`config.mk`:
```
export PLATFORM = sky130hd
export DESIGN_NAME = asp_host
export DESIGN_NICKNAME = d
export VERILOG_FILES = /design/src/include/asp_pkg.sv /design/src/core/asp_host.sv
export SDC_FILE = /design/constraint.sdc
export NUM_CORES = 1
export LEC_CHECK = 0
export BUFFER_PORTS_ARGS = -buffer_cell sky130_fd_sc_hd__buf_4
export CELL_PAD_IN_SITES_DETAIL_PLACEMENT = 1
export CELL_PAD_IN_SITES_GLOBAL_PLACEMENT = 1
export CORE_UTILIZATION = 38
export CTS_CLUSTER_DIAMETER = 200
export CTS_CLUSTER_SIZE = 20
export DETAILED_ROUTE_END_ITERATION = 7
export PLACE_DENSITY_LB_ADDON = 0.2
export SLEW_MARGIN = 10
export SYNTH_ARGS = -nofsm -noshare
export SYNTH_HDL_FRONTEND = slang
export SYNTH_SLANG_ARGS = --single-unit
```
`constraint.sdc`:
```
create_clock -name ref_clk_i -period 2.5 [get_ports ref_clk_i]
set_input_delay 0.125 -clock ref_clk_i [delete_from_list [all_inputs] [get_ports ref_clk_i]]
set_output_delay 0.125 -clock ref_clk_i [all_outputs]
set_load 0.03 [all_outputs]
```
`src/include/asp_pkg.sv`:
```
// package for the asynchronous sram host controller
package asp_pkg;
  localparam int ADDR_W = 18;
  localparam int DATA_W = 16;
  localparam int LANE_W = 8;
  localparam int NUM_LANES = 2;
  localparam int WORD_COUNT = 262144;
  localparam int CLK_PERIOD_NS = 20;
  // write pulse, read access and bus turnaround times, worst speed grade
  localparam int WRITE_PULSE_NS = 14;
  localparam int READ_ACCESS_NS = 25;
  localparam int TURN_NS = 8;
  localparam logic [3:0] WRITE_CYC =
    4'((WRITE_PULSE_NS + CLK_PERIOD_NS - 1) / CLK_PERIOD_NS);
  localparam logic [3:0] READ_CYC =
    4'((READ_ACCESS_NS + CLK_PERIOD_NS - 1) / CLK_PERIOD_NS + 1);
  localparam logic [3:0] TURN_CYC =
    4'((TURN_NS + CLK_PERIOD_NS - 1) / CLK_PERIOD_NS);
  localparam logic [3:0] CNT_RESET = 4'h0;
  localparam logic [15:0] DATA_RESET = 16'h0000;

  typedef enum logic [1:0] {
    ASP_IDLE = 2'b00,
    ASP_WRITE = 2'b01,
    ASP_READ = 2'b10,
    ASP_TURN = 2'b11
  } asp_state_type;

  typedef struct packed {
    logic chip_sel_n;
    logic write_en_n;
    logic out_en_n;
    logic low_byte_sel_n;
    logic high_byte_sel_n;
  } asp_strobe_type;

  typedef struct packed {
    asp_state_type state;
    logic [3:0] cnt;
    logic [ADDR_W-1:0] word_address;
    logic [DATA_W-1:0] wdata;
    logic [DATA_W-1:0] rdata;
    logic rvalid;
    logic data_oe;
    asp_strobe_type strobe;
  } asp_regs_type;
endpackage

```
`src/core/asp_host.sv`:
```
// host controller driving an asynchronous 256k x 16 sram with byte lanes
`timescale 1ns/100ps
`default_nettype none
module asp_host import asp_pkg::*; (
  input wire logic ref_clk_i, // system clock
  input wire logic rst_n_i, // synchronous reset, active low
  input wire logic req_valid_i, // access request
  output logic req_ready_o, // request accepted when high with valid
  input wire logic req_write_i, // 1 write, 0 read
  input wire logic [ADDR_W-1:0] req_addr_i, // word address
  input wire logic [DATA_W-1:0] req_wdata_i, // write data
  input wire logic [NUM_LANES-1:0] req_lane_i, // lane enables, bit0 low byte
  output logic [DATA_W-1:0] rsp_rdata_o, // read data
  output logic rsp_valid_o, // one cycle pulse with read data
  output logic [ADDR_W-1:0] word_address_o, // memory address pins
  output logic chip_sel_n_o, // chip select, active low
  output logic write_en_n_o, // write enable, active low
  output logic out_en_n_o, // output enable, active low
  output logic low_byte_sel_n_o, // low lane select, active low
  output logic high_byte_sel_n_o, // high lane select, active low
  output logic test_pin_tie_o, // test pin, tied low
  input wire logic [DATA_W-1:0] data_lanes_i, // data bus input
  output logic [DATA_W-1:0] data_lanes_o, // data bus output
  output logic data_lanes_oe_o // data bus enable, high while driving
);
  asp_regs_type r_q;
  asp_regs_type r_d;
  asp_strobe_type idle_strobe;
  logic [NUM_LANES-1:0] lane_sel_n;

  // every strobe high leaves the memory in standby between accesses
  assign idle_strobe = '{
    chip_sel_n: 1'b1,
    write_en_n: 1'b1,
    out_en_n: 1'b1,
    low_byte_sel_n: 1'b1,
    high_byte_sel_n: 1'b1
  };

  // one lane select per byte lane
  genvar g;
  generate
    for (g = 0; g < NUM_LANES; g++) begin : g_lane
      assign lane_sel_n[g] = ~req_lane_i[g];
    end
  endgenerate

  always_comb begin
    r_d = r_q;
    r_d.rvalid = 1'b0;
    case (r_q.state)
      ASP_IDLE: begin
        r_d.strobe = idle_strobe;
        r_d.data_oe = 1'b0;
        if (req_valid_i) begin
          r_d.word_address = req_addr_i;
          r_d.strobe.chip_sel_n = 1'b0;
          r_d.strobe.low_byte_sel_n = lane_sel_n[0];
          r_d.strobe.high_byte_sel_n = lane_sel_n[1];
          r_d.cnt = CNT_RESET;
          if (req_write_i) begin
            // output enable stays high so the memory never fights our drive
            r_d.strobe.write_en_n = 1'b0;
            r_d.wdata = req_wdata_i;
            r_d.data_oe = 1'b1;
            r_d.state = ASP_WRITE;
          end else begin
            r_d.strobe.out_en_n = 1'b0;
            r_d.state = ASP_READ;
          end
        end
      end
      ASP_WRITE: begin
        r_d.cnt = r_q.cnt + 4'h1;
        if (r_q.cnt + 4'h1 >= WRITE_CYC) begin
          // all strobes rise together, data held one more cycle for hold time
          r_d.strobe = idle_strobe;
          r_d.state = ASP_TURN;
          r_d.cnt = CNT_RESET;
        end
      end
      ASP_READ: begin
        r_d.cnt = r_q.cnt + 4'h1;
        if (r_q.cnt + 4'h1 >= READ_CYC) begin
          r_d.rdata = data_lanes_i;
          r_d.rvalid = 1'b1;
          r_d.strobe = idle_strobe;
          r_d.state = ASP_TURN;
          r_d.cnt = CNT_RESET;
        end
      end
      ASP_TURN: begin
        // gap lets memory outputs reach high impedance before the next drive
        r_d.data_oe = 1'b0;
        r_d.cnt = r_q.cnt + 4'h1;
        if (r_q.cnt + 4'h1 >= TURN_CYC) begin
          r_d.state = ASP_IDLE;
        end
      end
      default: begin
        r_d.state = ASP_IDLE;
        r_d.strobe = idle_strobe;
        r_d.data_oe = 1'b0;
      end
    endcase
  end

  always_ff @(posedge ref_clk_i) begin
    if (!rst_n_i) begin
      r_q.state <= ASP_IDLE;
      r_q.cnt <= CNT_RESET;
      r_q.word_address <= '0;
      r_q.wdata <= DATA_RESET;
      r_q.rdata <= DATA_RESET;
      r_q.rvalid <= 1'b0;
      r_q.data_oe <= 1'b0;
      r_q.strobe <= '{1'b1, 1'b1, 1'b1, 1'b1, 1'b1};
    end else begin
      r_q <= r_d;
    end
  end

  assign req_ready_o = (r_q.state == ASP_IDLE);
  assign rsp_rdata_o = r_q.rdata;
  assign rsp_valid_o = r_q.rvalid;
  assign word_address_o = r_q.word_address;
  assign chip_sel_n_o = r_q.strobe.chip_sel_n;
  assign write_en_n_o = r_q.strobe.write_en_n;
  assign out_en_n_o = r_q.strobe.out_en_n;
  assign low_byte_sel_n_o = r_q.strobe.low_byte_sel_n;
  assign high_byte_sel_n_o = r_q.strobe.high_byte_sel_n;
  assign test_pin_tie_o = 1'b0;
  assign data_lanes_o = r_q.wdata;
  assign data_lanes_oe_o = r_q.data_oe;

  // strobe discipline: write and read never overlap, standby stays quiet
  chk_write_needs_cs: assert property (@(posedge ref_clk_i) disable iff (!rst_n_i)
    !write_en_n_o |-> !chip_sel_n_o && data_lanes_oe_o && out_en_n_o)
    else $error("write strobe without select or drive");
  chk_read_strobes: assert property (@(posedge ref_clk_i) disable iff (!rst_n_i)
    !out_en_n_o |-> write_en_n_o && !chip_sel_n_o && !data_lanes_oe_o)
    else $error("read strobes inconsistent");
  chk_idle_standby: assert property (@(posedge ref_clk_i) disable iff (!rst_n_i)
    req_ready_o |-> chip_sel_n_o && write_en_n_o && out_en_n_o)
    else $error("strobes active while idle");
  chk_standby_quiet: assert property (@(posedge ref_clk_i) disable iff (!rst_n_i)
    chip_sel_n_o |-> write_en_n_o && out_en_n_o)
    else $error("write or output enable active while deselected");
  chk_idle_no_drive: assert property (@(posedge ref_clk_i) disable iff (!rst_n_i)
    req_ready_o |-> !data_lanes_oe_o)
    else $error("data bus driven while idle");
  chk_test_pin_low: assert property (@(posedge ref_clk_i) disable iff (!rst_n_i)
    !test_pin_tie_o)
    else $error("test pin not tied low");

  // write window: one cycle of strobes, data held one cycle beyond it
  chk_write_pulse_len: assert property (@(posedge ref_clk_i) disable iff (!rst_n_i)
    $fell(write_en_n_o) |-> !write_en_n_o [*1] ##1 write_en_n_o)
    else $error("write pulse length wrong");
  chk_write_end_all: assert property (@(posedge ref_clk_i) disable iff (!rst_n_i)
    $rose(write_en_n_o) |-> chip_sel_n_o && low_byte_sel_n_o && high_byte_sel_n_o)
    else $error("strobes did not end the write together");
  chk_write_end_ready: assert property (@(posedge ref_clk_i) disable iff (!rst_n_i)
    $rose(write_en_n_o) |-> ##1 req_ready_o)
    else $error("controller not ready after write");
  chk_data_hold: assert property (@(posedge ref_clk_i) disable iff (!rst_n_i)
    $rose(write_en_n_o) |-> data_lanes_oe_o && $stable(data_lanes_o))
    else $error("write data not held past strobe end");
  chk_wdata_held: assert property (@(posedge ref_clk_i) disable iff (!rst_n_i)
    data_lanes_oe_o && $past(data_lanes_oe_o) |-> $stable(data_lanes_o))
    else $error("write data changed while driven");

  // read: output enable held three cycles, data taken on the last of them
  chk_read_hold: assert property (@(posedge ref_clk_i) disable iff (!rst_n_i)
    $fell(out_en_n_o) |-> !out_en_n_o [*3] ##1 out_en_n_o)
    else $error("read strobe length wrong");
  chk_read_latency: assert property (@(posedge ref_clk_i) disable iff (!rst_n_i)
    $fell(out_en_n_o) |-> ##3 rsp_valid_o)
    else $error("read data not returned in time");
  chk_read_sampled: assert property (@(posedge ref_clk_i) disable iff (!rst_n_i)
    rsp_valid_o |-> !$past(out_en_n_o) && !$past(chip_sel_n_o))
    else $error("read data taken outside the read window");
  chk_read_end: assert property (@(posedge ref_clk_i) disable iff (!rst_n_i)
    $rose(out_en_n_o) |-> chip_sel_n_o && rsp_valid_o)
    else $error("read did not end with data returned");
  chk_valid_pulse: assert property (@(posedge ref_clk_i) disable iff (!rst_n_i)
    rsp_valid_o |=> !rsp_valid_o)
    else $error("read valid longer than one cycle");

  // request capture, then address and lanes held for the whole access
  chk_lane_select: assert property (@(posedge ref_clk_i) disable iff (!rst_n_i)
    req_valid_i && req_ready_o |=> low_byte_sel_n_o == !$past(req_lane_i[0]) &&
    high_byte_sel_n_o == !$past(req_lane_i[1]))
    else $error("lane selects do not follow request");
  chk_lanes_held: assert property (@(posedge ref_clk_i) disable iff (!rst_n_i)
    !chip_sel_n_o && !$past(chip_sel_n_o) |->
    $stable(low_byte_sel_n_o) && $stable(high_byte_sel_n_o))
    else $error("lane selects moved during an access");
  chk_addr_capture: assert property (@(posedge ref_clk_i) disable iff (!rst_n_i)
    req_valid_i && req_ready_o |=> word_address_o == $past(req_addr_i))
    else $error("address not captured");
  chk_addr_held: assert property (@(posedge ref_clk_i) disable iff (!rst_n_i)
    !chip_sel_n_o && !$past(chip_sel_n_o) |-> $stable(word_address_o))
    else $error("address moved during an access");

  cov_write: cover property (@(posedge ref_clk_i) disable iff (!rst_n_i)
    $fell(write_en_n_o));
  cov_read: cover property (@(posedge ref_clk_i) disable iff (!rst_n_i) rsp_valid_o);
  cov_low_byte_write: cover property (@(posedge ref_clk_i) disable iff (!rst_n_i)
    !write_en_n_o && !low_byte_sel_n_o && high_byte_sel_n_o);
  cov_word_write: cover property (@(posedge ref_clk_i) disable iff (!rst_n_i)
    !write_en_n_o && !low_byte_sel_n_o && !high_byte_sel_n_o);
  cov_high_byte_read: cover property (@(posedge ref_clk_i) disable iff (!rst_n_i)
    !out_en_n_o && low_byte_sel_n_o && !high_byte_sel_n_o);
endmodule
`default_nettype wire

```
-- After elaboration in Yosys (flattened, before gate mapping)
Index checks and enable logic that the tools add are counted.
W data, S select, Z words.
- add/subtract/negate cells: 1
- mux-type cells: 15
- reduce and logical (&&, ||, !) cells: 9
- magnitude comparators: 2
- bitwise operators: 2
- equal/unequal tests: 7
- operator list (kind ; number):
    $mux W40 ; 1
    $pmux W6 S4 ; 1
    $mux W6 ; 3
    $mux W16 ; 1
    $pmux W5 S3 ; 1
    $mux W5 ; 2
    $ne A2 B2 Y1 const B ; 4
    $reduce_and A2 Y1 ; 3
    $reduce_and A3 Y1 ; 2
    $add A4 B1 Y4 const B ; 1
    $eq A2 B2 Y1 const B ; 2
    $ge A4 B1 Y1 const B ; 1
    $ge A4 B2 Y1 const B ; 1
    $mux W2 ; 2
    $reduce_and A4 Y1 ; 1
    $mux W1 ; 3
    $reduce_bool A3 Y1 ; 1
    $eq A2 B1 Y1 const B ; 1
    $logic_not A2 Y1 ; 1
    $not A1 Y1 ; 2
    $pmux W1 S2 ; 1
    $reduce_bool A2 Y1 ; 1
- bits in registers: 63
- output and inout bits: 59

-- Depth between registers and ports, before layout
- word-level depth: 4
- depth in mapped cells: 7
- mapped depth without buffers: 6

-- Worst setup path after synthesis
Ideal clock, no wire load.
- path type: reg2reg
- from: register r_q[57] in the netlist's numbering
- to: register r_q (netlist bit rsp_rdata_o[10])
- path slack: 0.801 ns
- stages on the path, launching flop included: 8
- buffers on the path: 1
- arrival: 1.629 ns
- setup time: 0.070 ns
- cells stage by stage: dfxtp_1 inv_1 ha_1 or4_1 nand2_2 buf_6 o21ai_0 a21boi_1
- cells in the longest elaborated chain, start to end: 3
- RTL lines (item ; RTL line ; source):
    start, declared ; asp_host.sv:26 ; asp_regs_type r_q;
    start signal, assigned ; asp_host.sv:119 ; r_q <= r_d;
    $add A4 B1 Y4 ; asp_host.sv:84 ; if (r_q.cnt + 4'h1 >= READ_CYC) begin
    $ge A4 B2 Y1 ; asp_host.sv:84 ;
    $reduce_and A2 Y1 (no line) ; n/a ;
No other way between the ends.
A chain may end at the register's enable or synchronous reset.

-- Final worst setup path
- from: register r_q[57] in the netlist's numbering
- to: register r_q[62] in the netlist's numbering
- cells in the longest elaborated chain, start to end: 4
- RTL lines (item ; RTL line):
    $add A4 B1 Y4 (*) ; asp_host.sv:75, asp_host.sv:84, asp_host.sv:96
    $ge A4 B2 Y1 or $ge A4 B1 Y1 (tied branches) ; asp_host.sv:84, asp_host.sv:75, asp_host.sv:96
    $ne A2 B2 Y1 (no line) ; n/a
    $reduce_and A4 Y1 (no line) (*) ; n/a
Mark *: on every way between the ends. The rest lies on a longest branch, timed or not.

==> flow_metrics.env <==
export IMPL_async_flop_share=0
export IMPL_ys_warn_count=0
export IMPL_grt_overflow_total=0
export IMPL_crit_arrival_ns=2.22
export IMPL_final_setup_viol_count=0
export IMPL_grt_pass1_vias=2676
export IMPL_clock_path_buffers=2
export IMPL_vias_per_cell=4.963
export IMPL_status="complete, no violations"
export IMPL_rsz0062_at_grt="false"
export IMPL_p_leak_nw=1.608
export IMPL_cpMaxStageDelayCell="dfxtp_1"
export IMPL_tritoncts="yes"
export IMPL_cts_max_level=3
export IMPL_crit_required_ns=2.72
export IMPL_die_w_um=93.27
export IMPL_synth_cell_type_count=44
export IMPL_dp_hpwl_um=5571
export IMPL_syn_cell_area_mm2=0.003166
export IMPL_cts_sinks=63
export IMPL_die_area_mm2=0.008699
export IMPL_max_freq_mhz=498.0
export IMPL_clk_insertion_delay_late_ns=0.34
export IMPL_crit_path_start_kind="flip-flop"
export IMPL_slowest_delay_ns=0.44
export IMPL_initial_core_util=0.4013
export IMPL_synth_edf_count=0
export IMPL_drt_iter0_drc=66
export IMPL_final_hold_violation_count=0
export IMPL_vias=2670
export IMPL_synthCells=374
export IMPL_postPlaceCellArea_mm2=0.003672
export IMPL_fp_coreArea_mm2=0.007888
export IMPL_syn_to_final_growth_pct=22.81
export IMPL_tightest_slew_ns=0.7680
export IMPL_drive_above_1_share=0.3142
export IMPL_final_nets=495
export IMPL_io_pins=115
export IMPL_numCtsBuffers=9
export IMPL_drv_cap=0
export IMPL_cts_root_buf="clkbuf_8"
export IMPL_finalCritPeriodShare=0.8033
export IMPL_worst_setup_hold_path_clk_slew_ns=0.07
export IMPL_diodes=0
export IMPL_rows=32
export IMPL_slew_violations=0
export IMPL_path_max_fanout=18
export IMPL_fin_area_mm2=0.003887
export IMPL_io_buffers=113
export IMPL_slew_headroom=0.4874
export IMPL_fin_setup_tns_ns=0
export IMPL_gp_congestion=0.7796
export IMPL_postCtsSetupRepairBufs=0
export IMPL_hp_class="primary input to flip-flop"
export IMPL_drtPass1Iterations=4
export IMPL_finClkSkew_ns=0.01249
export IMPL_period_needed_ns=2.008
export IMPL_track_usage=0.1904
export IMPL_wl_per_cell_um=14.96
export IMPL_routed_wl_um=8047
export IMPL_ys_ff_latch=63
export IMPL_critPathKind="flip-flop to flip-flop"
export IMPL_avgSynthCellArea_um2=8.464
export IMPL_crit_path_cell_trace="inv_1 -> ha_1 -> nor4_2 -> nor2_2 -> a221oi_2 -> o21ai_1"
export IMPL_drc=0
export IMPL_grt_max_degree=72
export IMPL_grt_antenna_before_repair=0
export IMPL_crit_path_end_kind="flip-flop"
export IMPL_ys_seq_area_frac=0.3984
export IMPL_antenna_left=0
export IMPL_power_density_mw_per_mm2=711.5
export IMPL_ys_flop_type="dfxtp_1"
export IMPL_die_y_um=93.27
export IMPL_synth_nets=438
export IMPL_ir_drop_v=0.0004210
export IMPL_grt_pass1_wl_um=13000
## worst paths after layout
kind / end / start / slack [ns] / cells after the start
worst max-delay path: r_q[62]$_SDFFE_PN0P_ / r_q[57]$_SDFFE_PN0N_ / 0.49 / 6
worst min-delay path: data_lanes_o[7]$_SDFFE_PN0P_ / req_wdata_i[7] / 0.04 / 3
worst max register to register: r_q[62]$_SDFFE_PN0P_ / r_q[57]$_SDFFE_PN0N_ / 0.49 / 6
worst min register to register: word_address_o[14]$_SDFFE_PN0P_ / word_address_o[14]$_SDFFE_PN0P_ / 0.46 / 2
## cell families after synthesis
group,share of synthesized area
AND/OR/NAND/NOR,0.1791
other,0.001185
flip-flops,0.3984
buffers and inverters,0.1577
AO/OA/AOI/OAI,0.2320
adder cells (fa/ha/maj),0.03162
## through the flow
step	std cells	power, mW	setup slack [ns]	util	hold WS [ns]
2_1_floorplan	374	1.720	0.8007	-	0.2484
3_3_place_gp	520	1.915	0.5875	0.4656	0.3369
3_5_place_dp	520	1.931	0.5012	0.4656	0.3352
4_1_cts	538	2.814	0.4717	0.4929	0.02186
5_1_grt	538	2.922	0.2572	0.4929	0.02863
6_report	538	2.766	0.4919	0.4929	0.03715
## worst max-delay path: cells and delay by family, from the launching register on
kind | cells | cell delay (ns)
simple gates | 2 | 0.61
compound gates | 2 | 0.45
flops | 1 | 0.44
fa+ha+maj | 1 | 0.29
buf+inv | 1 | 0.09
## state kept, by name, indices dropped and copies added (netlist names)
name               flops
chip_sel_n_o           1
data_lanes_o          16
data_lanes_oe_o        1
high_byte_sel_n_o      1
low_byte_sel_n_o       1
out_en_n_o             1
r_q                    6
rsp_rdata_o           16
rsp_valid_o            1
word_address_o        18
write_en_n_o           1
## where the power goes
part           internal (mW)  switching, mW
clock network          0.468          0.395
registers               1.09         0.0493
logic                  0.284          0.481
total                   1.84          0.925
## cells in the mapped netlist (all sizes together), types with 2 or more instances
master | n | area share
and3 | 2 | 0.0040
o22ai | 2 | 0.0040
nand4b | 2 | 0.0055
nand4 | 2 | 0.0040
clkbuf | 12 | 0.014
a221o | 2 | 0.0063
a211o | 2 | 0.0055
o211ai | 2 | 0.0047
nor2b | 2 | 0.0040
dfxtp | 63 | 0.40
a21boi | 53 | 0.13
ha | 8 | 0.032
a221oi | 3 | 0.012
nor2 | 4 | 0.0055
o21ai | 22 | 0.035
a21o | 2 | 0.0051
buf | 58 | 0.14
a21oi | 6 | 0.0095
nand3 | 20 | 0.033
inv | 6 | 0.0071
nand2b | 8 | 0.016
a41oi | 3 | 0.0083
nand2 | 79 | 0.094
## layout by cell type, fill, tap and decap left out, types with 3 or more instances in the layout
| cell | netlist | routed |
|---|---|---|
| ha_1 | 8 | 8 |
| nor2_1 | 3 | 3 |
| nand2_1 | 78 | 78 |
| a21oi_1 | 6 | 6 |
| a21boi_1 | 10 | 10 |
| dfxtp_1 | 63 | 63 |
| inv_1 | 6 | 6 |
| a21boi_0 | 43 | 43 |
| o21ai_1 | 10 | 10 |
| buf_4 | 52 | 114 |
| clkbuf_8 | 0 | 13 |
| nand3_1 | 19 | 19 |
| nand2b_1 | 8 | 8 |
| a41oi_1 | 3 | 3 |
| o21ai_0 | 12 | 12 |
## per-layer routing
metal / routed length [um] / vias up / track usage
met5: 0 / - / 0
met4: 89 / 0 / 0.06154
met3: 480 / 7 / 0.05285
met2: 3825 / 70 / 0.3180
met1: 3652 / 1262 / 0.2361
li1: - / 1331 / -
## layout make-up
type / instances / area (um^2)
clock inverters: 2 / 12.51
clock buffers: 14 / 182.7
flip-flops and latches: 63 / 1261
multi-input cells: 235 / 1405
inverters: 6 / 22.52
fillers: 960 / 4000
repair buffers: 116 / 875.8
well taps: 102 / 127.6
## repair_timing
action                    4_1_cts  5_1_grt
hold buffers                    2        0
resized for setup               0        0
hold endpoints to repair        2        0
No activity file was read; power rests on OpenSTA's default activity.
